## src/fpc_pkg.sv

```systemverilog
// Constants, opcodes and decode functions of the flash protect block
package fpc_pkg;
	// Instruction opcodes
	localparam logic [7:0] OP_WRITE_ENABLE_CMD   = 8'h06;
	localparam logic [7:0] OP_WRDI   = 8'h04;
	localparam logic [7:0] OP_RDSR   = 8'h05;
	localparam logic [7:0] OP_WRITE_STATUS_REGISTER   = 8'h01;
	localparam logic [7:0] OP_RDFR   = 8'h48;
	localparam logic [7:0] OP_WRFR   = 8'h42;
	localparam logic [7:0] OP_SRP    = 8'hC0;
	localparam logic [7:0] OP_RDRP   = 8'h61;
	localparam logic [7:0] OP_PP     = 8'h02;
	localparam logic [7:0] OP_PPQ_A  = 8'h32;
	localparam logic [7:0] OP_PPQ_B  = 8'h38;
	localparam logic [7:0] OP_SE_A   = 8'hD7;
	localparam logic [7:0] OP_SE_B   = 8'h20;
	localparam logic [7:0] OP_BE32   = 8'h52;
	localparam logic [7:0] OP_BE64   = 8'hD8;
	localparam logic [7:0] OP_CE_A   = 8'hC7;
	localparam logic [7:0] OP_CE_B   = 8'h60;
	localparam logic [7:0] OP_FRD    = 8'h0B;
	localparam logic [7:0] OP_FRDTR  = 8'h0D;
	localparam logic [7:0] OP_FRDO   = 8'h3B;
	localparam logic [7:0] OP_FRQO   = 8'h6B;
	localparam logic [7:0] OP_FRDIO  = 8'hBB;
	localparam logic [7:0] OP_FRDDTR = 8'hBD;
	localparam logic [7:0] OP_FRQIO  = 8'hEB;
	localparam logic [7:0] OP_FRQDTR = 8'hED;
	// Status register layout
	localparam int SR_LOCK_BIT = 7;
	localparam int SR_QE_BIT   = 6;
	localparam int SR_LVL_LSB  = 2;
	localparam int SR_WEL_BIT  = 1;
	localparam int SR_BUSY_BIT = 0;
	// Function register layout
	localparam int FR_TBS_BIT  = 1;
	localparam int FR_PROGRAM_SUSPENDED_BIT = 2;
	localparam int FR_ERASE_SUSPENDED_BIT = 3;
	localparam int FR_IRL_LSB  = 4;
	localparam logic [7:0] FR_OTP_MASK = 8'hF2;
	// Read parameter layout
	localparam int RP_DRIVE_LSB = 5;
	localparam int RP_DUMMY_LSB = 3;
	localparam int RP_WRAP_BIT  = 2;
	// Reset values
	localparam logic [7:0] SR_RESET = 8'h00;
	localparam logic [7:0] FR_RESET = 8'h00;
	localparam logic [7:0] RP_RESET = 8'hE0;
	// 64 KB block index lives in address bits 22:16
	localparam int BLK_LSB = 16;
	localparam logic [7:0] NUM_BLOCKS = 8'h80;
	localparam logic [1:0] ADDR_BYTES = 2'h3;

	// Protection of one block for a protect level and top/bottom choice
	function automatic logic blk_protected(input logic [3:0] lvl,
			input logic bottom, input logic [6:0] blk);
		logic [7:0] span;
		span = 8'h01 << (lvl[2:0] - 3'h1);
		if (lvl[3])
			return 1'b1;
		if (lvl[2:0] == 3'h0)
			return 1'b0;
		if (bottom)
			return {1'b0, blk} < span;
		return {1'b0, blk} >= (NUM_BLOCKS - span);
	endfunction : blk_protected

	// Dummy cycles per read opcode, mode-bit cycles included
	function automatic logic [3:0] dummy_count(input logic [7:0] op,
			input logic quad_command_mode, input logic [1:0] dsel);
		logic [3:0] quad_n;
		logic [3:0] dtr_n;
		logic [3:0] n;
		quad_n = (dsel == 2'h0) ? 4'h6 : (dsel == 2'h1) ? 4'h4 :
			(dsel == 2'h2) ? 4'h8 : 4'hA;
		dtr_n = (dsel == 2'h0) ? 4'h3 : (dsel == 2'h1) ? 4'h2 :
			(dsel == 2'h2) ? 4'h4 : 4'h5;
		case (op)
			OP_FRD:    n = quad_command_mode ? quad_n : 4'h8;
			OP_FRQIO:  n = quad_n;
			OP_FRDTR:  n = quad_command_mode ? dtr_n : 4'h4;
			OP_FRQDTR: n = dtr_n;
			OP_FRDIO:  n = dsel[1] ? 4'h8 : 4'h4;
			OP_FRDDTR: n = dsel[1] ? 4'h4 : 4'h2;
			OP_FRDO:   n = 4'h8;
			OP_FRQO:   n = 4'h8;
			default:   n = 4'h0;
		endcase
		return n;
	endfunction : dummy_count
endpackage : fpc_pkg

```

## src/fpc_link_if.sv

```systemverilog
// Byte-level link between the serial shifter and the register logic
`timescale 1ns/1ps
interface fpc_link_if;
	logic       frame_start;
	logic       frame_end;
	logic       byte_valid;
	logic [7:0] rx_byte;
	logic [7:0] tx_byte;
	logic       tx_en;

	modport shifter (output frame_start, frame_end, byte_valid, rx_byte,
		input tx_byte, tx_en);
	modport regs (input frame_start, frame_end, byte_valid, rx_byte,
		output tx_byte, tx_en);
endinterface : fpc_link_if

```

## src/fpc_regs_top.sv

```systemverilog
// Protection, status, function and read-parameter registers of the flash
`timescale 1ns/1ps
module fpc_regs_top #(
	parameter int ADDR_W = 24
) (
	input  wire logic              sys_clk_in,
	input  wire logic              rst_n_in,
	input  wire logic              sck_in,
	input  wire logic              ce_n_in,
	input  wire logic              io0_in,
	output logic                   io1_out,
	output logic                   io1_oe_out,
	input  wire logic              io2_in,
	input  wire logic              io3_in,
	input  wire logic              quad_command_mode_in,
	input  wire logic              busy_in,
	input  wire logic              array_done_in,
	input  wire logic              suspend_in,
	input  wire logic              resume_in,
	input  wire logic              prog_active_in,
	input  wire logic              erase_active_in,
	input  wire logic [7:0]        read_opcode_in,
	input  wire logic [ADDR_W-1:0] rd_addr_in,
	output logic                   hold_active_out,
	output logic                   io23_data_mode_out,
	output logic [3:0]             dummy_cycles_out,
	output logic [2:0]             drive_strength_out,
	output logic                   wrap_enable_out,
	output logic [6:0]             burst_bytes_out,
	output logic [ADDR_W-1:0]      rd_next_addr_out,
	output logic                   array_start_out,
	output logic                   array_inhibit_out,
	output logic [7:0]             array_opcode_out,
	output logic [ADDR_W-1:0]      array_addr_out,
	output logic [3:0]             info_row_lock_out
);
	typedef enum logic [1:0] {ST_CMD, ST_ADDR, ST_DATA, ST_DONE} fpc_state_t;

	fpc_link_if link ();

	fpc_state_t        state_q;
	logic [7:0]        op_q;
	logic [ADDR_W-1:0] addr_q;
	logic [1:0]        addr_cnt_q;
	logic [7:0]        data_q;
	logic              have_data_q;
	logic [7:2]        sr_q;
	logic              wel_q;
	logic [7:0]        fr_q;
	logic [7:0]        rp_q;
	logic [1:0]        wp_s_q;
	logic [1:0]        hold_s_q;
	logic [3:0]        lvl;
	logic              sr_unlocked;
	logic              write_ok;
	logic              is_array_op;
	logic              is_chip_erase;
	logic              blk_hit;
	logic [7:0]        status;
	logic [ADDR_W-1:0] wrap_mask;
	logic [ADDR_W-1:0] addr_inc;

	fpc_spi_link u_link (
		.sys_clk_in (sys_clk_in),
		.rst_n_in   (rst_n_in),
		.sck_in     (sck_in),
		.ce_n_in    (ce_n_in),
		.si_in      (io0_in),
		.so_out     (io1_out),
		.so_oe_out  (io1_oe_out),
		.link       (link.shifter)
	);

	// ****************************************
	// Pin function and write protection
	// ****************************************
	always_ff @(posedge sys_clk_in or negedge rst_n_in) begin
		if (!rst_n_in) begin
			wp_s_q   <= 2'h3;
			hold_s_q <= 2'h3;
		end else begin
			wp_s_q   <= {wp_s_q[0], io2_in};
			hold_s_q <= {hold_s_q[0], io3_in};
		end
	end

	// In quad mode the pins carry data, so they lose their control role
	assign io23_data_mode_out = sr_q[fpc_pkg::SR_QE_BIT];
	assign hold_active_out = ~sr_q[fpc_pkg::SR_QE_BIT] & ~hold_s_q[1];
	assign sr_unlocked = ~sr_q[fpc_pkg::SR_LOCK_BIT] | wp_s_q[1] |
		sr_q[fpc_pkg::SR_QE_BIT];

	assign lvl = sr_q[fpc_pkg::SR_LVL_LSB +: 4];
	assign status = {sr_q, wel_q, busy_in};
	assign write_ok = link.frame_end & wel_q & ~busy_in;

	// ****************************************
	// Instruction sequencing
	// ****************************************
	always_ff @(posedge sys_clk_in or negedge rst_n_in) begin
		if (!rst_n_in) begin
			state_q     <= ST_CMD;
			op_q        <= 8'h00;
			addr_q      <= '0;
			addr_cnt_q  <= 2'h0;
			data_q      <= 8'h00;
			have_data_q <= 1'b0;
		end else if (link.frame_start) begin
			state_q     <= ST_CMD;
			op_q        <= 8'h00;
			addr_cnt_q  <= 2'h0;
			have_data_q <= 1'b0;
		end else if (link.byte_valid) begin
			unique case (state_q)
				ST_CMD: begin
					op_q <= link.rx_byte;
					if (link.rx_byte == fpc_pkg::OP_WRITE_STATUS_REGISTER ||
						link.rx_byte == fpc_pkg::OP_WRFR ||
						link.rx_byte == fpc_pkg::OP_SRP)
						state_q <= ST_DATA;
					else if (link.rx_byte == fpc_pkg::OP_PP ||
						link.rx_byte == fpc_pkg::OP_PPQ_A ||
						link.rx_byte == fpc_pkg::OP_PPQ_B ||
						link.rx_byte == fpc_pkg::OP_SE_A ||
						link.rx_byte == fpc_pkg::OP_SE_B ||
						link.rx_byte == fpc_pkg::OP_BE32 ||
						link.rx_byte == fpc_pkg::OP_BE64)
						state_q <= ST_ADDR;
					else
						state_q <= ST_DONE;
				end
				ST_ADDR: begin
					addr_q     <= {addr_q[ADDR_W-9:0], link.rx_byte};
					addr_cnt_q <= addr_cnt_q + 2'h1;
					if (addr_cnt_q == fpc_pkg::ADDR_BYTES - 2'h1)
						state_q <= ST_DONE;
				end
				ST_DATA: begin
					data_q      <= link.rx_byte;
					have_data_q <= 1'b1;
					state_q     <= ST_DONE;
				end
				ST_DONE: begin
					// Extra bytes such as page data are passed by
				end
			endcase
		end
	end

	// Register reads keep the same byte loaded for the whole frame
	always_comb begin
		link.tx_en   = 1'b0;
		link.tx_byte = 8'h00;
		if (state_q != ST_CMD) begin
			unique case (op_q)
				fpc_pkg::OP_RDSR: begin
					link.tx_en   = 1'b1;
					link.tx_byte = status;
				end
				fpc_pkg::OP_RDFR: begin
					link.tx_en   = 1'b1;
					link.tx_byte = fr_q;
				end
				fpc_pkg::OP_RDRP: begin
					link.tx_en   = 1'b1;
					link.tx_byte = rp_q;
				end
				default: begin
				end
			endcase
		end
	end

	// ****************************************
	// Status register and write latch
	// ****************************************
	always_ff @(posedge sys_clk_in or negedge rst_n_in) begin
		if (!rst_n_in) begin
			sr_q <= fpc_pkg::SR_RESET[7:2];
		end else if (write_ok && op_q == fpc_pkg::OP_WRITE_STATUS_REGISTER &&
			have_data_q && sr_unlocked) begin
			sr_q <= data_q[7:2];
		end
	end

	// Clears come first so a write-enable in the same cycle still wins
	always_ff @(posedge sys_clk_in or negedge rst_n_in) begin
		if (!rst_n_in) begin
			wel_q <= fpc_pkg::SR_RESET[fpc_pkg::SR_WEL_BIT];
		end else begin
			if (array_done_in) begin
				wel_q <= 1'b0;
			end
			if (write_ok && have_data_q &&
				(op_q == fpc_pkg::OP_WRFR ||
				(op_q == fpc_pkg::OP_WRITE_STATUS_REGISTER && sr_unlocked))) begin
				wel_q <= 1'b0;
			end
			if (link.frame_end && op_q == fpc_pkg::OP_WRDI) begin
				wel_q <= 1'b0;
			end
			if (link.frame_end && op_q == fpc_pkg::OP_WRITE_ENABLE_CMD) begin
				wel_q <= 1'b1;
			end
		end
	end

	// ****************************************
	// Function register
	// ****************************************
	always_ff @(posedge sys_clk_in or negedge rst_n_in) begin
		if (!rst_n_in) begin
			fr_q <= fpc_pkg::FR_RESET;
		end else begin
			if (write_ok && op_q == fpc_pkg::OP_WRFR && have_data_q) begin
				// One-time bits can only be OR-ed in
				fr_q <= fr_q | (data_q & fpc_pkg::FR_OTP_MASK);
			end
			if (resume_in) begin
				fr_q[fpc_pkg::FR_PROGRAM_SUSPENDED_BIT] <= 1'b0;
				fr_q[fpc_pkg::FR_ERASE_SUSPENDED_BIT] <= 1'b0;
			end
			if (suspend_in && prog_active_in) begin
				fr_q[fpc_pkg::FR_PROGRAM_SUSPENDED_BIT] <= 1'b1;
			end
			if (suspend_in && erase_active_in) begin
				fr_q[fpc_pkg::FR_ERASE_SUSPENDED_BIT] <= 1'b1;
			end
		end
	end

	assign info_row_lock_out = fr_q[fpc_pkg::FR_IRL_LSB +: 4];

	// ****************************************
	// Read parameters and read helpers
	// ****************************************
	always_ff @(posedge sys_clk_in or negedge rst_n_in) begin
		if (!rst_n_in) begin
			rp_q <= fpc_pkg::RP_RESET;
		end else if (link.frame_end && op_q == fpc_pkg::OP_SRP &&
			have_data_q) begin
			rp_q <= data_q;
		end
	end

	assign wrap_mask = ADDR_W'((7'h08 << rp_q[1:0]) - 7'h01);
	assign addr_inc = rd_addr_in + ADDR_W'(1);

	always_ff @(posedge sys_clk_in or negedge rst_n_in) begin
		if (!rst_n_in) begin
			dummy_cycles_out   <= 4'h0;
			drive_strength_out <= fpc_pkg::RP_RESET[7:5];
			wrap_enable_out    <= 1'b0;
			burst_bytes_out    <= 7'h08;
			rd_next_addr_out   <= '0;
		end else begin
			dummy_cycles_out <= fpc_pkg::dummy_count(read_opcode_in,
				quad_command_mode_in,
				rp_q[fpc_pkg::RP_DUMMY_LSB +: 2]);
			drive_strength_out <= rp_q[fpc_pkg::RP_DRIVE_LSB +: 3];
			wrap_enable_out    <= rp_q[fpc_pkg::RP_WRAP_BIT];
			burst_bytes_out    <= 7'h08 << rp_q[1:0];
			if (rp_q[fpc_pkg::RP_WRAP_BIT]) begin
				rd_next_addr_out <= (rd_addr_in & ~wrap_mask) |
					(addr_inc & wrap_mask);
			end else begin
				rd_next_addr_out <= addr_inc;
			end
		end
	end

	// ****************************************
	// Program and erase admission
	// ****************************************
	assign is_chip_erase = op_q == fpc_pkg::OP_CE_A ||
		op_q == fpc_pkg::OP_CE_B;
	assign is_array_op = (state_q == ST_DONE && addr_cnt_q ==
		fpc_pkg::ADDR_BYTES) || is_chip_erase;
	assign blk_hit = fpc_pkg::blk_protected(lvl, fr_q[fpc_pkg::FR_TBS_BIT],
		addr_q[fpc_pkg::BLK_LSB +: 7]);

	always_ff @(posedge sys_clk_in or negedge rst_n_in) begin
		if (!rst_n_in) begin
			array_start_out   <= 1'b0;
			array_inhibit_out <= 1'b0;
			array_opcode_out  <= 8'h00;
			array_addr_out    <= '0;
		end else begin
			array_start_out   <= 1'b0;
			array_inhibit_out <= 1'b0;
			if (write_ok && is_array_op) begin
				array_opcode_out <= op_q;
				array_addr_out   <= addr_q;
				if (is_chip_erase ? (lvl != 4'h0) : blk_hit) begin
					array_inhibit_out <= 1'b1;
				end else begin
					array_start_out <= 1'b1;
				end
			end
		end
	end
endmodule : fpc_regs_top

```

## src/fpc_spi_link.sv

```systemverilog
// Oversampling serial shifter: syncs the pins, finds clock edges, moves bytes
`timescale 1ns/1ps
module fpc_spi_link (
	input  wire logic sys_clk_in,
	input  wire logic rst_n_in,
	input  wire logic sck_in,
	input  wire logic ce_n_in,
	input  wire logic si_in,
	output logic      so_out,
	output logic      so_oe_out,
	fpc_link_if.shifter link
);
	logic [1:0] sck_s_q;
	logic [1:0] ce_s_q;
	logic [1:0] si_s_q;
	logic       sck_prev_q;
	logic       ce_prev_q;
	logic [2:0] bit_cnt_q;
	logic [6:0] rx_q;
	logic [7:0] tx_q;
	logic       active;
	logic       rise;
	logic       fall;

	// ****************************************
	// Synchronisers and edge detection
	// ****************************************
	always_ff @(posedge sys_clk_in or negedge rst_n_in) begin
		if (!rst_n_in) begin
			sck_s_q    <= 2'h0;
			ce_s_q     <= 2'h3;
			si_s_q     <= 2'h0;
			sck_prev_q <= 1'b0;
			ce_prev_q  <= 1'b1;
		end else begin
			sck_s_q    <= {sck_s_q[0], sck_in};
			ce_s_q     <= {ce_s_q[0], ce_n_in};
			si_s_q     <= {si_s_q[0], si_in};
			sck_prev_q <= sck_s_q[1];
			ce_prev_q  <= ce_s_q[1];
		end
	end

	assign active = ~ce_s_q[1];
	assign rise   = active & sck_s_q[1] & ~sck_prev_q;
	assign fall   = active & ~sck_s_q[1] & sck_prev_q;

	// ****************************************
	// Receive side
	// ****************************************
	always_ff @(posedge sys_clk_in or negedge rst_n_in) begin
		if (!rst_n_in) begin
			bit_cnt_q        <= 3'h0;
			rx_q             <= 7'h00;
			link.rx_byte     <= 8'h00;
			link.byte_valid  <= 1'b0;
			link.frame_start <= 1'b0;
			link.frame_end   <= 1'b0;
		end else begin
			link.byte_valid  <= 1'b0;
			link.frame_start <= ce_prev_q & ~ce_s_q[1];
			link.frame_end   <= ~ce_prev_q & ce_s_q[1];
			if (!active) begin
				bit_cnt_q <= 3'h0;
			end else if (rise) begin
				rx_q      <= {rx_q[5:0], si_s_q[1]};
				bit_cnt_q <= bit_cnt_q + 3'h1;
				if (bit_cnt_q == 3'h7) begin
					link.rx_byte    <= {rx_q, si_s_q[1]};
					link.byte_valid <= 1'b1;
				end
			end
		end
	end

	// ****************************************
	// Transmit side, changes on falling clock
	// ****************************************
	// The byte is reloaded at every byte boundary, so a held-open
	// register read streams the same value again and again.
	always_ff @(posedge sys_clk_in or negedge rst_n_in) begin
		if (!rst_n_in) begin
			tx_q      <= 8'h00;
			so_out    <= 1'b0;
			so_oe_out <= 1'b0;
		end else begin
			so_oe_out <= active & link.tx_en;
			if (fall) begin
				if (bit_cnt_q == 3'h0) begin
					so_out <= link.tx_byte[7];
					tx_q   <= {link.tx_byte[6:0], 1'b0};
				end else begin
					so_out <= tx_q[7];
					tx_q   <= {tx_q[6:0], 1'b0};
				end
			end
		end
	end
endmodule : fpc_spi_link

```

## config.mk

```make
export PLATFORM = sky130hd
export DESIGN_NAME = fpc_regs_top
export DESIGN_NICKNAME = d
export VERILOG_FILES = /design/src/fpc_pkg.sv /design/src/fpc_link_if.sv /design/src/fpc_regs_top.sv /design/src/fpc_spi_link.sv
export SDC_FILE = /design/constraint.sdc
export NUM_CORES = 1
export LEC_CHECK = 0
export CORE_MARGIN = 5
export CORE_UTILIZATION = 40
export CTS_CLUSTER_SIZE = 30
export DETAILED_ROUTE_END_ITERATION = 10
export DONT_BUFFER_PORTS = 1
export PLACE_DENSITY = 0.59
export SLEW_MARGIN = 0
export SYNTH_ARGS = -nofsm -noshare
export SYNTH_HDL_FRONTEND = slang
export SYNTH_SLANG_ARGS = --single-unit
```

## constraint.sdc

```tcl
create_clock -name sys_clk_in -period 5.2 [get_ports sys_clk_in]
set_input_delay 0 -clock sys_clk_in [delete_from_list [all_inputs] [get_ports sys_clk_in]]
set_output_delay 0 -clock sys_clk_in [all_outputs]
set_load 0.005 [all_outputs]
```

# Word-level counts from Yosys, hierarchy flattened
# Cells that the tools add are included.
classes:
  div_mod_pow: 0
  order_cmp: 2
  bitwise_logic: 26
  shift: 3
  n_eq_ne: 37
  n_reduce_logical: 52
  n_mux: 63
  multipliers: 0
  add_sub_neg: 6
ops:
  columns: ["cell", "count"]
  rows:
  - ["$eq 8x8->1 const B", 9]
  - ["$eq 8x7->1 const B", 7]
  - ["$and 24x24->24", 2]
  - ["$mux 8", 5]
  - ["$mux 1", 33]
  - ["$eq 8x6->1 const B", 4]
  - ["$pmux 4 s7", 1]
  - ["$add 24x1->24 const B", 1]
  - ["$eq 8x3->1 const B", 3]
  - ["$mux 24", 1]
  - ["$not 24->24", 1]
  - ["$or 24x24->24", 1]
  - ["$pmux 8 s3", 1]
  - ["$shl 4x2->24 const A", 1]
  - ["$sub 24x1->24 const B", 1]
  - ["$mux 2", 10]
  - ["$mux 4", 5]
  - ["$mux 3", 6]
  - ["$eq 8x1->1 const B", 2]
  - ["$eq 8x4->1 const B", 2]
  - ["$logic_and 1x1->1", 16]
  - ["$reduce_and 3->1", 4]
  - ["$reduce_bool 2->1", 6]
  - ["$reduce_bool 4->1", 3]
  - ["25 further kinds", 64]
totals:
  ram_bits: 0
  latch_bits: 0
  memories: 0
  mem_bits_ro: 0
  ff_bits: 184
  out_inout_bits: 81

# Longest topological paths before layout
# Gate-level depths: netlist (run 1).
logic_depth:
  ltp_word: 12
  mapped_depth: 16

# Modules after synthesis
# A second synthesis (run 1) with hierarchy kept.
unflattened:
  cells_unflattened: 667
  area_unflattened_um2: 8012.7
modules_own_cells:
  columns: ["module", "area_each_um2", "instances", "seq_area_each_um2", "cells_per_inst"]
  rows:
  - ["fpc_regs_top", 6513.7, 1, 3542.1, 567]
  - ["fpc_spi_link", 1498.9, 1, 954.7, 100]

# Worst setup path after synthesis (run 1)
# Ideal clock, no wire load.
synth_timing:
  path_type: "flip-flop to flip-flop"
  from: "reg sr_q[3] (netlist bit)"
  to: "reg array_start_out"
  period_less_slack_ps: 3023
  required_ps: 5134
  arrival_time_ps: 2956
  path_stages_with_launch: 17
  n_path_buf: 2
  path_slack_ps: 2177
  cell_sequence: "dfrtp_1 -> clkbuf_1 -> nor2_1 -> ha_1 -> clkbuf_1 -> nand2_1 -> ha_1 -> nor2_1 -> nand2_1 -> o21ai_0 -> nand2_1 -> o21ai_0 -> ha_1 -> a211oi_1 -> a31oi_1 -> a311oi_1 -> and2_1"
synth_via:
  elab_chain_len: 10
synth_lines:
  columns: ["item", "line", "source"]
  rows:
  - ["from (decl)", "fpc_regs_top.sv:47", "logic [7:2] sr_q;"]
  - ["from (signal assigned)", "fpc_regs_top.sv:179", "sr_q <= fpc_pkg::SR_RESET[7:2];"]
  - ["from (signal assigned)", "fpc_regs_top.sv:182", "sr_q <= data_q[7:2];"]
  - ["$sub 3x1->3", "fpc_pkg.sv:58", "span = 8'h01 << (lvl[2:0] - 3'h1);"]
  - ["$shl 1x3->8", "fpc_pkg.sv:58", null]
  - ["$sub 8x8->8 or $lt 7x8->1 (tied branches)", "fpc_pkg.sv:65, fpc_pkg.sv:64", null]
  - ["$ge 7x8->1 or $mux 1 (tied branches)", "fpc_pkg.sv:65, fpc_pkg.sv:63", null]
  - ["$mux 1", "fpc_pkg.sv:65", "return {1'b0, blk} >= (NUM_BLOCKS - span);"]
  - ["$mux 1", "fpc_pkg.sv:63", "if (bottom)"]
  - ["$mux 1", "fpc_pkg.sv:61", "if (lvl[2:0] == 3'h0)"]
  - ["$mux 1 * (2 in a row)", "fpc_regs_top.sv:294", "if (is_chip_erase ? (lvl != 4'h0) : blk_hit) begin"]
  - ["$mux 1 *", "fpc_regs_top.sv:291", "if (write_ok && is_array_op) begin"]
  - ["to (signal assigned)", "fpc_regs_top.sv:284", "array_start_out <= 1'b0;"]
  - ["to (signal assigned)", "fpc_regs_top.sv:289", "array_start_out <= 1'b0;"]
  - ["to (signal assigned)", "fpc_regs_top.sv:297", "array_start_out <= 1'b1;"]
  - ["to (decl)", "fpc_regs_top.sv:31", "output logic array_start_out,"]
# Mark *: on every way between the ends. The rest lies on a longest branch, timed or not. The select of a mux whose other input is x is not followed.
# A chain may end at the register's enable or synchronous reset.

# Worst setup path in the final report (run 1)
# Same ends and word-level chain as after synthesis.

==> metrics.txt, run 1 <==
Synth top area share=just over 50%; mux cell area share after synthesis=a little over an eighth; via count=5206; largest net degree at the start of global routing=between 150 and 200; die width=about 150 um; Cell Rows=between 50 and 60; clk buf depth=2; DP Cell Count=~900; Crit Path Category=register to register; worst-path cell chain=nor2_1 > ha_1 > nand2_1 > ha_1 > nor2_1 > nand2_1 > o21ai_0 > nand2_1 > o21ai_0 > ha_1 > a211oi_1 > a31oi_1 > a311oi_1 > and2_1; Skew-Pair Late Insertion Delay=between 0.4 and 0.5 ns; Hold Path Class=input port to register; total CTS buffers=17; busiest layer in global routing=met2; Synth Warn #=0; Fillers=1738; top area cells in the synthesized netlist=dfrtp_1 52%, mux2_2 13%, dfstp_2 4.6%, ha_1 4.4%, nand2_1 3.2%; f_max=315 MHz; Die Y=151 um; area grow syn2layout=18.1%; Post-Place Cell Area=8190 um2; Post-Route Skew=0.0129 ns; clock sink count=179; Crit. Startpoint=sr_q[3]; Multi-input gate area=3250 um2; Yosys reg bits=179; fin crit share=between 60% and 70%; global-route wire length before repair=about 28000 um; average wire per standard cell=17.7 um; Avg Vias per Cell=approximately 5.2; CTS tree=done; EDFF count, synth=0; number of I/O port buffers=0; Primary FF master, synth=dfrtp_1; Power Density=slightly above 300 nW/um2; slowest stage delay, CP=0.52 ns; leading area contributor after synthesis=dfrtp_1; wirelength, routed=approximately 18000 um; Worst R2R Setup Slack=~2.0 ns; storage element area=4500 um2; DRC viols=0; Seq/Total Area, Yosys=a little under three fifths; fin crit period=around 3.2 ns; CP Capture Point=array_start_out; GRT met1 Usage=a little under a fifth; clock slew at reported path FFs=roughly 0.070 ns; Mapped Area=roughly 8000 um2; worst slew pin tran=between 1 and 1.5 ns; Global Route Usage Sum=between 15 and 20%; Worst Setup End Kind=register; GP Congestion=between 0.8 and 0.9; layout cells sized above 1=between 20% and 30%; R2R depth=14; CP Max Fanout=10; Post-synth ARST share=100%; RR Startpoint=sr_q[3]; compound-gate portion of the synthesized area=under 10%; Int Power=2.21 mW; Pleak=~4.3 nW; most instantiated cells after synthesis=165 x dfrtp_1, 91 x mux2_2, 68 x nand2_1; largest family of logic cells by synthesized area=multiplexers; Crit path required time=between 5 and 6 ns; met3 usage=under 10%; starting density of the core=~41%; Congestion Overflow GR=0; Mapped Avg Cell Area=12.0 um2; RSZ-0062 raised after global routing=false; final non-filler cell area=between 9000 and 10000 um2; critical path data arrival time=3.52 ns; sw power=roughly 660 uW; clock share of power=between 40% and 50%; H-tree lvl count=4; Post-Synth XOR/XNOR Area=under 10%; sw frac=23.0%; DP HPWL=approximately 11000 um; ANT cells=0; Logic pwr share=4.9%; endpoints failing hold=0; Flop pwr share=51.6%; Max Cap Viol=0; Hold WS=about 0.016 ns; outcome=finished, final reports clean; Slew headroom=between 20 and 25%; IO Pins=approximately 130; vias in the first global route=around 5.3k; most frequent cell after synthesis=dfrtp_1; antenna-violating nets left=0; Fin Setup TNS=0 ns; Setup Viol. Count Final=0; slowest CP cell=dfrtp_1; die area=about 23000 um2; Peak supply drop=around 0.22 mV; Final nets=between 700 and 800; core footprint=slightly below 20000 um2; DR pass1 iterations=4; Cell variety after synth=56; Critical Path Start Type=register; clk root buf=clkbuf_16; max-slew violations=0; post-synthesis adder-cell area fraction=~4.4%; initial antenna violation count=0; GR Util met2=27.0%; post-route insts no fill=between 900 and 1k; 1st-iter DRT viols=329; cells after synthesis=about 660; reg2reg end=array_start_out; Simple-Gate Fraction of Synth Area=12.3%
power by group through the flow:
stage	logic (mW)	clock network [mW]	registers (mW)
after floorplan	0.0627	0	1.49
after global placement	0.0636	0	1.50
after detailed placement	0.0670	0	1.50
after CTS	0.141	1.27	1.48
after global routing	0.158	1.33	1.49
final	0.140	1.24	1.48
layout by cell type (no fill, tap or decap), drive strengths merged, types with 14 or more instances in the layout:
cell type,Yosys,routed
nand3,21,21
xnor2,18,18
clkbuf,20,20
dfstp,14,14
ha,28,28
dlygate4sd3,0,65
inv,24,29
nor2,25,25
nand2,68,68
nor3,16,16
a21oi,32,32
mux2,94,94
o21ai,14,14
dfrtp,165,165
flip-flops by register name (all words and copies together), names as in the netlist, 8 cells and up:
register             cells
array_addr_out          24
op_q                     8
array_opcode_out         8
data_q                   8
u_link.link.rx_byte      8
addr_q                  24
rd_next_addr_out        24
rp_q                     8
worst min-delay path by stage:
| stage | start | endpoint | slack, ns | depth (start not counted) |
|---|---|---|---|---|
| after floorplan | rst_n_in | addr_cnt_q[0] | -0.30 | 0 |
| after global placement | rst_n_in | array_start_out | -0.29 | 0 |
| after detailed placement | rst_n_in | dummy_cycles_out[3] | -0.28 | 0 |
| after CTS | rd_addr_in[14] | rd_next_addr_out[16] | 0.01 | 3 |
| after global routing | rd_addr_in[14] | rd_next_addr_out[16] | 0.04 | 3 |
| final | rd_addr_in[14] | rd_next_addr_out[16] | 0.02 | 3 |
metal layers:
layer  part of all wire [%]  up-vias
met2                     50      151
met4                    1.7        0
li1                       -     2428
met1                     41     2604
met3                    6.9       23
met5                      0        -
through the flow:
stage	util (%)	setup WS (ns)	power, mW
floorplan	-	2.18	1.56
global placement	41.8	2.28	1.57
detailed placement	41.8	2.07	1.57
CTS	48.2	2.05	2.89
global route	48.2	1.75	2.97
finish	48.2	2.03	2.86
cells by family after synthesis:
logic type	count (synthesis)
DFF	179
adders and majority gates	28
AOI/OAI and AO/OA	86
muxes	95
and+or+nand+nor	187
other	1
xor gates and xnor gates	29
buffers and inverters	59
repair_timing:
| item | in CTS | in global routing |
|---|---|---|
| resized for setup | 0 | 0 |
| hold endpoints to repair | 216 | 0 |
| hold buffers | 66 | 0 |
| setup buffers | 0 | 0 |
worst max-delay path, delay by kind of cell, from the launching register on:
kind / cells / cell delay (ns)
AND/OR/NAND/NOR: 6 / 0.71
flip-flops: 1 / 0.52
AO/OA/AOI/OAI: 5 / 0.85
adder cells (fa/ha/maj): 3 / 1.03
area by class of cell:
cell class              count  area share (%)
inverters                  24           0.955
multi-input cells         428            34.4
clock buffers              20            4.73
repair buffers             69            7.42
well taps                 265            3.51
flip-flops and latches    179            47.6
clock inverters            12            1.34
(Power assumes the default switching activity.)
==> run 2: changes to the inputs <==
- ABC_AREA: unset -> 1
- clock period: 5.2 -> 3.17 ns (I/O delays scaled with it)
==> run 2 against run 1 <==
Against the previous run:
- the flow now finishes with violations (hold timing)
- first-iteration DRC count grew 16%
- core utilization shrank 0.17 points
- synthesized cell count grew 36%
- global-route usage grew 0.47 points
- sequential cell count is the same
- non-clock buffer count grew 1
- total power grew 73%
- register-to-register slack lost 1.7 ns
- hold slack lost 0.75 ns
- die area grew 0.86%
- sequential power grew 63%
==> metrics.txt, run 2 <==
outcome=finished with violations; failing checks=hold timing; Crit path required time=3.45 ns (-2.10 ns); layout cells sized above 1=7.10% (-14 points); Hold Path Class=input port to async pin; Mapped Avg Cell Area=8.92 um2 (-26%); met3 usage=3.92% (-0.47 points); RSZ-0062 raised after global routing=false; Hold WS=-0.733 ns (-0.749 ns); worst slew pin tran=0.659 ns (-0.507 ns); Final nets=1047 (+32%); most instantiated cells after synthesis=223 x nand2_1, 165 x dfrtp_1, 119 x inv_1; Worst Setup End Kind=register; H-tree lvl count=4 (unchanged); slowest CP cell=dfrtp_1; Global Route Usage Sum=16.2% (+0.47 points); vias in the first global route=6050 (+13%); number of buffers and inverters on the critical path=4 (+4); die area=23100 um2 (+0.86%); RR Startpoint=sr_q[3]; GR Util met2=26.9% (-0.036 points); slowest stage delay, CP=0.46 ns (-0.06 ns); global-route wire length before repair=31000 um (+9.8%); number of I/O port buffers=0 (unchanged); Logic pwr share=5.7% (+0.8 points); die width=152 um (+0.43%); endpoints failing hold=179 (+179); Synth top area share=51.2% (-0.47 points); Seq/Total Area, Yosys=55.7% (-0.51 points); clock sink count=179 (unchanged); R2R depth=17 (+3); 1st-iter DRT viols=380 (+16%); starting density of the core=40.3% (-0.55 points); Avg Vias per Cell=4.84 (-7.3%); f_max=358 MHz (+13%); Pleak=4.50 nW (+5.5%); busiest layer in global routing=met2; fin crit period=2.79 ns (-0.375 ns); Power Density=516 nW/um2 (+70%); reg2reg end=array_start_out; GRT met1 Usage=21.3% (+2.2 points); CTS tree=done; final worst slack=0.375 ns (-1.65 ns); most common cell after layout, fill and taps aside=nand2_1; most frequent cell after synthesis=nand2_1; sw frac=24.0% (+1.1 points); Post-Route Skew=0.0104 ns (-0.00245 ns); core footprint=20000 um2 (+2.3%); total CTS buffers=17 (unchanged); Yosys reg bits=179 (unchanged); initial antenna violation count=0 (unchanged); Cell variety after synth=35 (-38%); clock share of power=45.7% (+2.2 points); Primary FF master, synth=dfrtp_1; leading area contributor after synthesis=dfrtp_1; DP HPWL=12800 um (+11%); # hold bufs at CTS=68 (+3.0%); setup bufs post-CTS=0 (unchanged); ANT cells=0 (unchanged); Slew headroom=55.9% (+34 points); Max Cap Viol=0 (unchanged); Congestion Overflow GR=0 (unchanged); wirelength, routed=18600 um (+5.3%); worst-path cell chain=nor2_2 > ha_1 > inv_1 > nor2_1 > inv_1 > ha_1 > nand3_1 > inv_1 > o21ai_0 > o21ai_0 > ha_1 > inv_1 > o21a_1 > nand2_1 > nand3_1 > nand2_1 > a21oi_1; average wire per standard cell=14.8 um (-16%); Crit Path Category=register to register; Worst R2R Setup Slack=0.38 ns (-1.65 ns); crit-path leading delay family=adder cells; CP Max Fanout=7 (-3); IO Pins=127 (unchanged); largest registers=addr_q: 24 flops, array_addr_out: 24 flops, rd_next_addr_out: 24 flops; critical path data arrival time=3.08 ns (-0.44 ns); Peak supply drop=0.369 mV (+70%); Fin Setup TNS=0 ns (unchanged); clock slew at reported path FFs=0.07 ns (about the same); Critical Path Start Type=register; cells after synthesis=904 (+36%); sw power=1.19 mW (+81%); Flop pwr share=48.6% (-3.0 points); largest net degree at the start of global routing=180 (unchanged); clk root buf=clkbuf_16; Multi-input gate area=2980 um2 (-8.2%); clk buf depth=2 (unchanged); DR pass1 iterations=5 (+1); commonest cells after routing, fill and taps aside=223 x nand2_1, 165 x dfrtp_1, 119 x inv_1, 95 x o21ai_0, 68 x dlygate4sd3_1; Synth Warn #=0 (unchanged); cell mode on critical path=inv_1; Setup Viol. Count Final=0 (unchanged); Tot Pwr=4.96 mW (+73%); fin crit share=88.2% (+27 points); top area cells in the synthesized netlist=dfrtp_1 51%, nand2_1 10%, o21ai_0 5.9%, inv_1 5.5%, dfstp_2 4.6%; Post-synth ARST share=100% (unchanged); Die Y=152 um (+0.43%); Mapped Area=8070 um2 (+0.92%); DRC viols=0 (unchanged); storage element area=4500 um2 (unchanged); EDFF count, synth=0 (unchanged); max-slew violations=0 (unchanged); Int Power=3.77 mW (+71%); antenna-violating nets left=0 (unchanged); Fillers=1917 (+10%); area grow syn2layout=19.2%; via count=6079 (+17%); Place WS=0.381 ns (-1.68 ns); Cell Rows=52 (+2.0%); Skew-Pair Late Insertion Delay=0.42 ns (about the same); GP Congestion=0.836 (-1.1%)
==> run 2: stage by stage <==
stage	std cells	cell area (um2)	util [%]
2_1_floorplan	906	8070	-
3_3_place_gp	1156	8300	41.4
3_5_place_dp	1156	8300	41.4
4_1_cts	1256	9620	48.0
5_1_grt	1256	9620	48.0
6_report	1256	9620	48.0
==> run 2: how the worst max path moves through the flow <==
| stage | startpoint | depth (start not counted) | to |
|---|---|---|---|
| after floorplan | sr_q[3] | 18 | array_inhibit_out |
| after global placement | sr_q[3] | 17 | array_start_out |
| after detailed placement | sr_q[3] | 17 | array_start_out |
| after CTS | sr_q[3] | 17 | array_start_out |
| after global routing | sr_q[3] | 18 | array_inhibit_out |
| final | sr_q[3] | 17 | array_start_out |
==> run 2: routing by layer <==
layer  wire length, um  vias to the layer above
met5                 0                        -
met4               258                        0
met3               874                       17
met2              9110                      124
met1              8330                     2901
li1                  -                     3037
==> run 2: cells by family (layout without fill, tap and decap cells) <==
logic type      count (synthesis)  after routing  share of synthesized area (%)
simple gates                  375            375                           19.9
other cells                     1              3                         0.0465
xor+xnor                       22             22                           2.39
fa+ha+maj                      28             28                           4.34
buf+inv                       148            228                           7.46
flops                         179            179                           55.7
compound gates                151            151                           10.1
==> run 2: power groups by stage <==
stage	combinational, mW	clock [mW]	sequential (mW)
after floorplan	0.169	0	2.45
after global placement	0.204	0	2.46
after detailed placement	0.208	0	2.46
after CTS	0.281	2.32	2.41
after global routing	0.322	2.42	2.42
final	0.282	2.27	2.41
==> run 2: area by class of cell <==
type | count | area share, %
sequential | 179 | 46.7
multi-input combinational | 579 | 31.0
timing repair buffer | 70 | 7.23
inverter | 126 | 4.92
clock buffer | 17 | 4.42
tap | 270 | 3.51
clock inverter | 15 | 2.21
==> run 2: repair_timing <==
item | in CTS | in global routing
setup endpoints to repair | 0 | 2
hold endpoints to repair | 228 | 179
resized for setup | 0 | 1
==> run 3: changes to the inputs <==
- BUFFER_PORTS_ARGS: unset -> -buffer_cell sky130_fd_sc_hd__buf_2
- DONT_BUFFER_PORTS: 1 -> unset
- PLACE_DENSITY: 0.59 -> 0.65
==> run 3 against run 2 <==
Against the previous run:
- the run now ends clean
- worst setup slack worse by 0.019 ns
- final cell count increased by 8.8%
- final area is 4.7% higher
- sequential cell count unchanged
- register-to-register slack got worse by 0.02 ns
- largest cell class unchanged
==> metrics.txt, run 3 (synthesis gave the netlist of run 2 again) <==
area grow syn2layout=24.8%; Post-Route Skew=0.00937 ns (-0.00107 ns); Hold Path Class=input port to register; Slew headroom=52.9% (-3.0 points); Final nets=1158 (+11%); Die Y=152 um (unchanged); Crit Path Category=register to register; Peak supply drop=0.369 mV (-0.21%); Pleak=5.01 nW (+11%); fin crit period=2.81 ns (+0.0190 ns); clock slew at reported path FFs=0.07 ns (about the same); die width=152 um (unchanged); worst slew pin tran=0.706 ns (+0.0463 ns); RSZ-0062 raised after global routing=false; largest net degree at the start of global routing=78 (-57%); Avg Vias per Cell=4.79 (-1.0%); initial antenna violation count=0 (unchanged); Setup Viol. Count Final=0 (unchanged); GP Congestion=0.872 (+4.3%); Finished Core Util=50.2% (+2.2 points); Power Density=488 nW/um2 (-5.5%); storage element area=4500 um2 (unchanged); DP Cell Count=1282 (+11%); Congestion Overflow GR=0 (unchanged); via count=6544 (+7.6%); outcome=finished, final reports clean; antenna-violating nets left=0 (unchanged); average wire per standard cell=13.9 um (-6.2%); Critical Path Start Type=register; Worst Setup End Kind=register; max-slew violations=0 (unchanged); wirelength, routed=19000 um (+2.1%); clock sink count=179 (unchanged); Skew-Pair Late Insertion Delay=0.42 ns (about the same); slowest stage delay, CP=0.45 ns (about the same); Crit path required time=3.45 ns (about the same); critical hold path startpoint=read_opcode_in[7]; f_max=355 MHz (-0.68%); 1st-iter DRT viols=411 (+8.2%); core footprint=20000 um2 (unchanged); post-route insts no fill=1366 (+8.8%); Max Cap Viol=0 (unchanged); vias in the first global route=6447 (+6.6%); die area=23100 um2 (unchanged); Multi-input gate area=2980 um2 (about the same); endpoints failing hold=0 (-100%); clk root buf=clkbuf_16; final non-filler cell area=10100 um2 (+4.7%); global-route wire length before repair=32000 um (+3.1%); Cell Rows=52 (unchanged); H-tree lvl count=4 (unchanged); commonest cells after routing, fill and taps aside=223 x nand2_1, 165 x dfrtp_1, 122 x buf_2, 119 x inv_1, 95 x o21ai_0; IO Pins=127 (unchanged); clk buf depth=2 (unchanged); DR pass1 iterations=5 (unchanged); DRC viols=0 (unchanged); starting density of the core=40.3% (unchanged); CTS resizes=0 (unchanged); setup bufs post-CTS=0 (unchanged); Fin Setup TNS=0 ns (unchanged); worst-path cell chain=nor2_1 > ha_1 > inv_1 > nor2_1 > inv_1 > ha_1 > nand3_1 > inv_1 > o21ai_0 > o21ai_0 > ha_1 > inv_1 > o21a_1 > nand2_1 > nand3_1 > nand2_1 > a21oi_1; slowest CP cell=dfrtp_1; Fillers=1919 (+0.10%); Crit. Startpoint=sr_q[3]; Global Route Usage Sum=16.8% (+0.53 points); most common cell after layout, fill and taps aside=nand2_1; largest registers=addr_q: 24 flops, array_addr_out: 24 flops, rd_next_addr_out: 24 flops; cell mode on critical path=inv_1; # hold bufs at CTS=53 (-22%); critical path data arrival time=3.09 ns (about the same); CTS tree=done; total CTS buffers=17 (unchanged); final worst slack=0.356 ns (-0.0190 ns); layout cells sized above 1=17.6% (+11 points); number of I/O port buffers=123 (+123); CP Max Fanout=7 (unchanged); Place WS=0.396 ns (+0.0147 ns); RR Startpoint=sr_q[3]; fin crit share=88.8% (+0.60 points); Post-Place Cell Area=8940 um2 (+7.8%); ANT cells=0 (unchanged); DP HPWL=13500 um (+5.7%)
==> run 3: cell types whose count changed in the layout (fill, tap and decap cells not counted), moves of 2 or more <==
| cell | change |
|---|---|
| dlygate4sd3_1 | -15 |
| inv_6 | +2 |
| buf_4 | +3 |
| clkbuf_8 | +2 |
| buf_2 | +122 |
| clkinv_4 | -3 |
| inv_8 | -2 |
==> run 3: per-stage QoR <==
stage | hold WS (ns) | total power, mW
after CTS | 0.0127 | 4.98
after global routing | 0.0451 | 5.12
after floorplan | -0.296 | 2.61
after detailed placement | 0.0668 | 2.77
final | 0.0362 | 4.91
after global placement | 0.0610 | 2.76
==> run 3: report_power, final <==
group	internal (mW)	switching [mW]	total [mW]
Sequential	2.36	0.0434	2.41
Clock	1.22	0.911	2.14
Combinational	0.150	0.217	0.367
Total	3.74	1.17	4.91
==> run 3: routing by layer <==
layer  up-vias  global-route usage, %  part of all wire [%]
met5         -                      0                     0
met4         0                   6.04                   2.7
met3        40                   3.73                   3.7
met2       147                   27.6                    48
met1      3091                   21.9                    46
li1       3266                      -                     -
==> run 3: final cells by class <==
cell class,instances,area share [%]
tap,270,3.35
multi-input combinational,579,29.5
timing repair buffer,181,11.8
sequential,179,44.7
clock buffer,20,4.54
clock inverter,11,1.39
inverter,126,4.70
==> run 3: worst paths after layout <==
path	to	slack (ns)	cells past startpoint
worst max-delay path	array_start_out	0.36	17
worst min-delay path	dummy_cycles_out[3]	0.04	4
worst max register to register	array_start_out	0.36	17
worst min register to register	wp_s_q[1]	0.35	0
max in group asynchronous	array_start_out	2.05	3
min in group asynchronous	array_addr_out[6]	0.14	2
==> run 3: worst max-delay path: cells and delay by family (launching register included) <==
kind            cells  cell delay [ns]
compound gates      4             0.42
flops               1             0.45
buf+inv             4             0.31
fa+ha+maj           3             0.76
simple gates        6             0.74
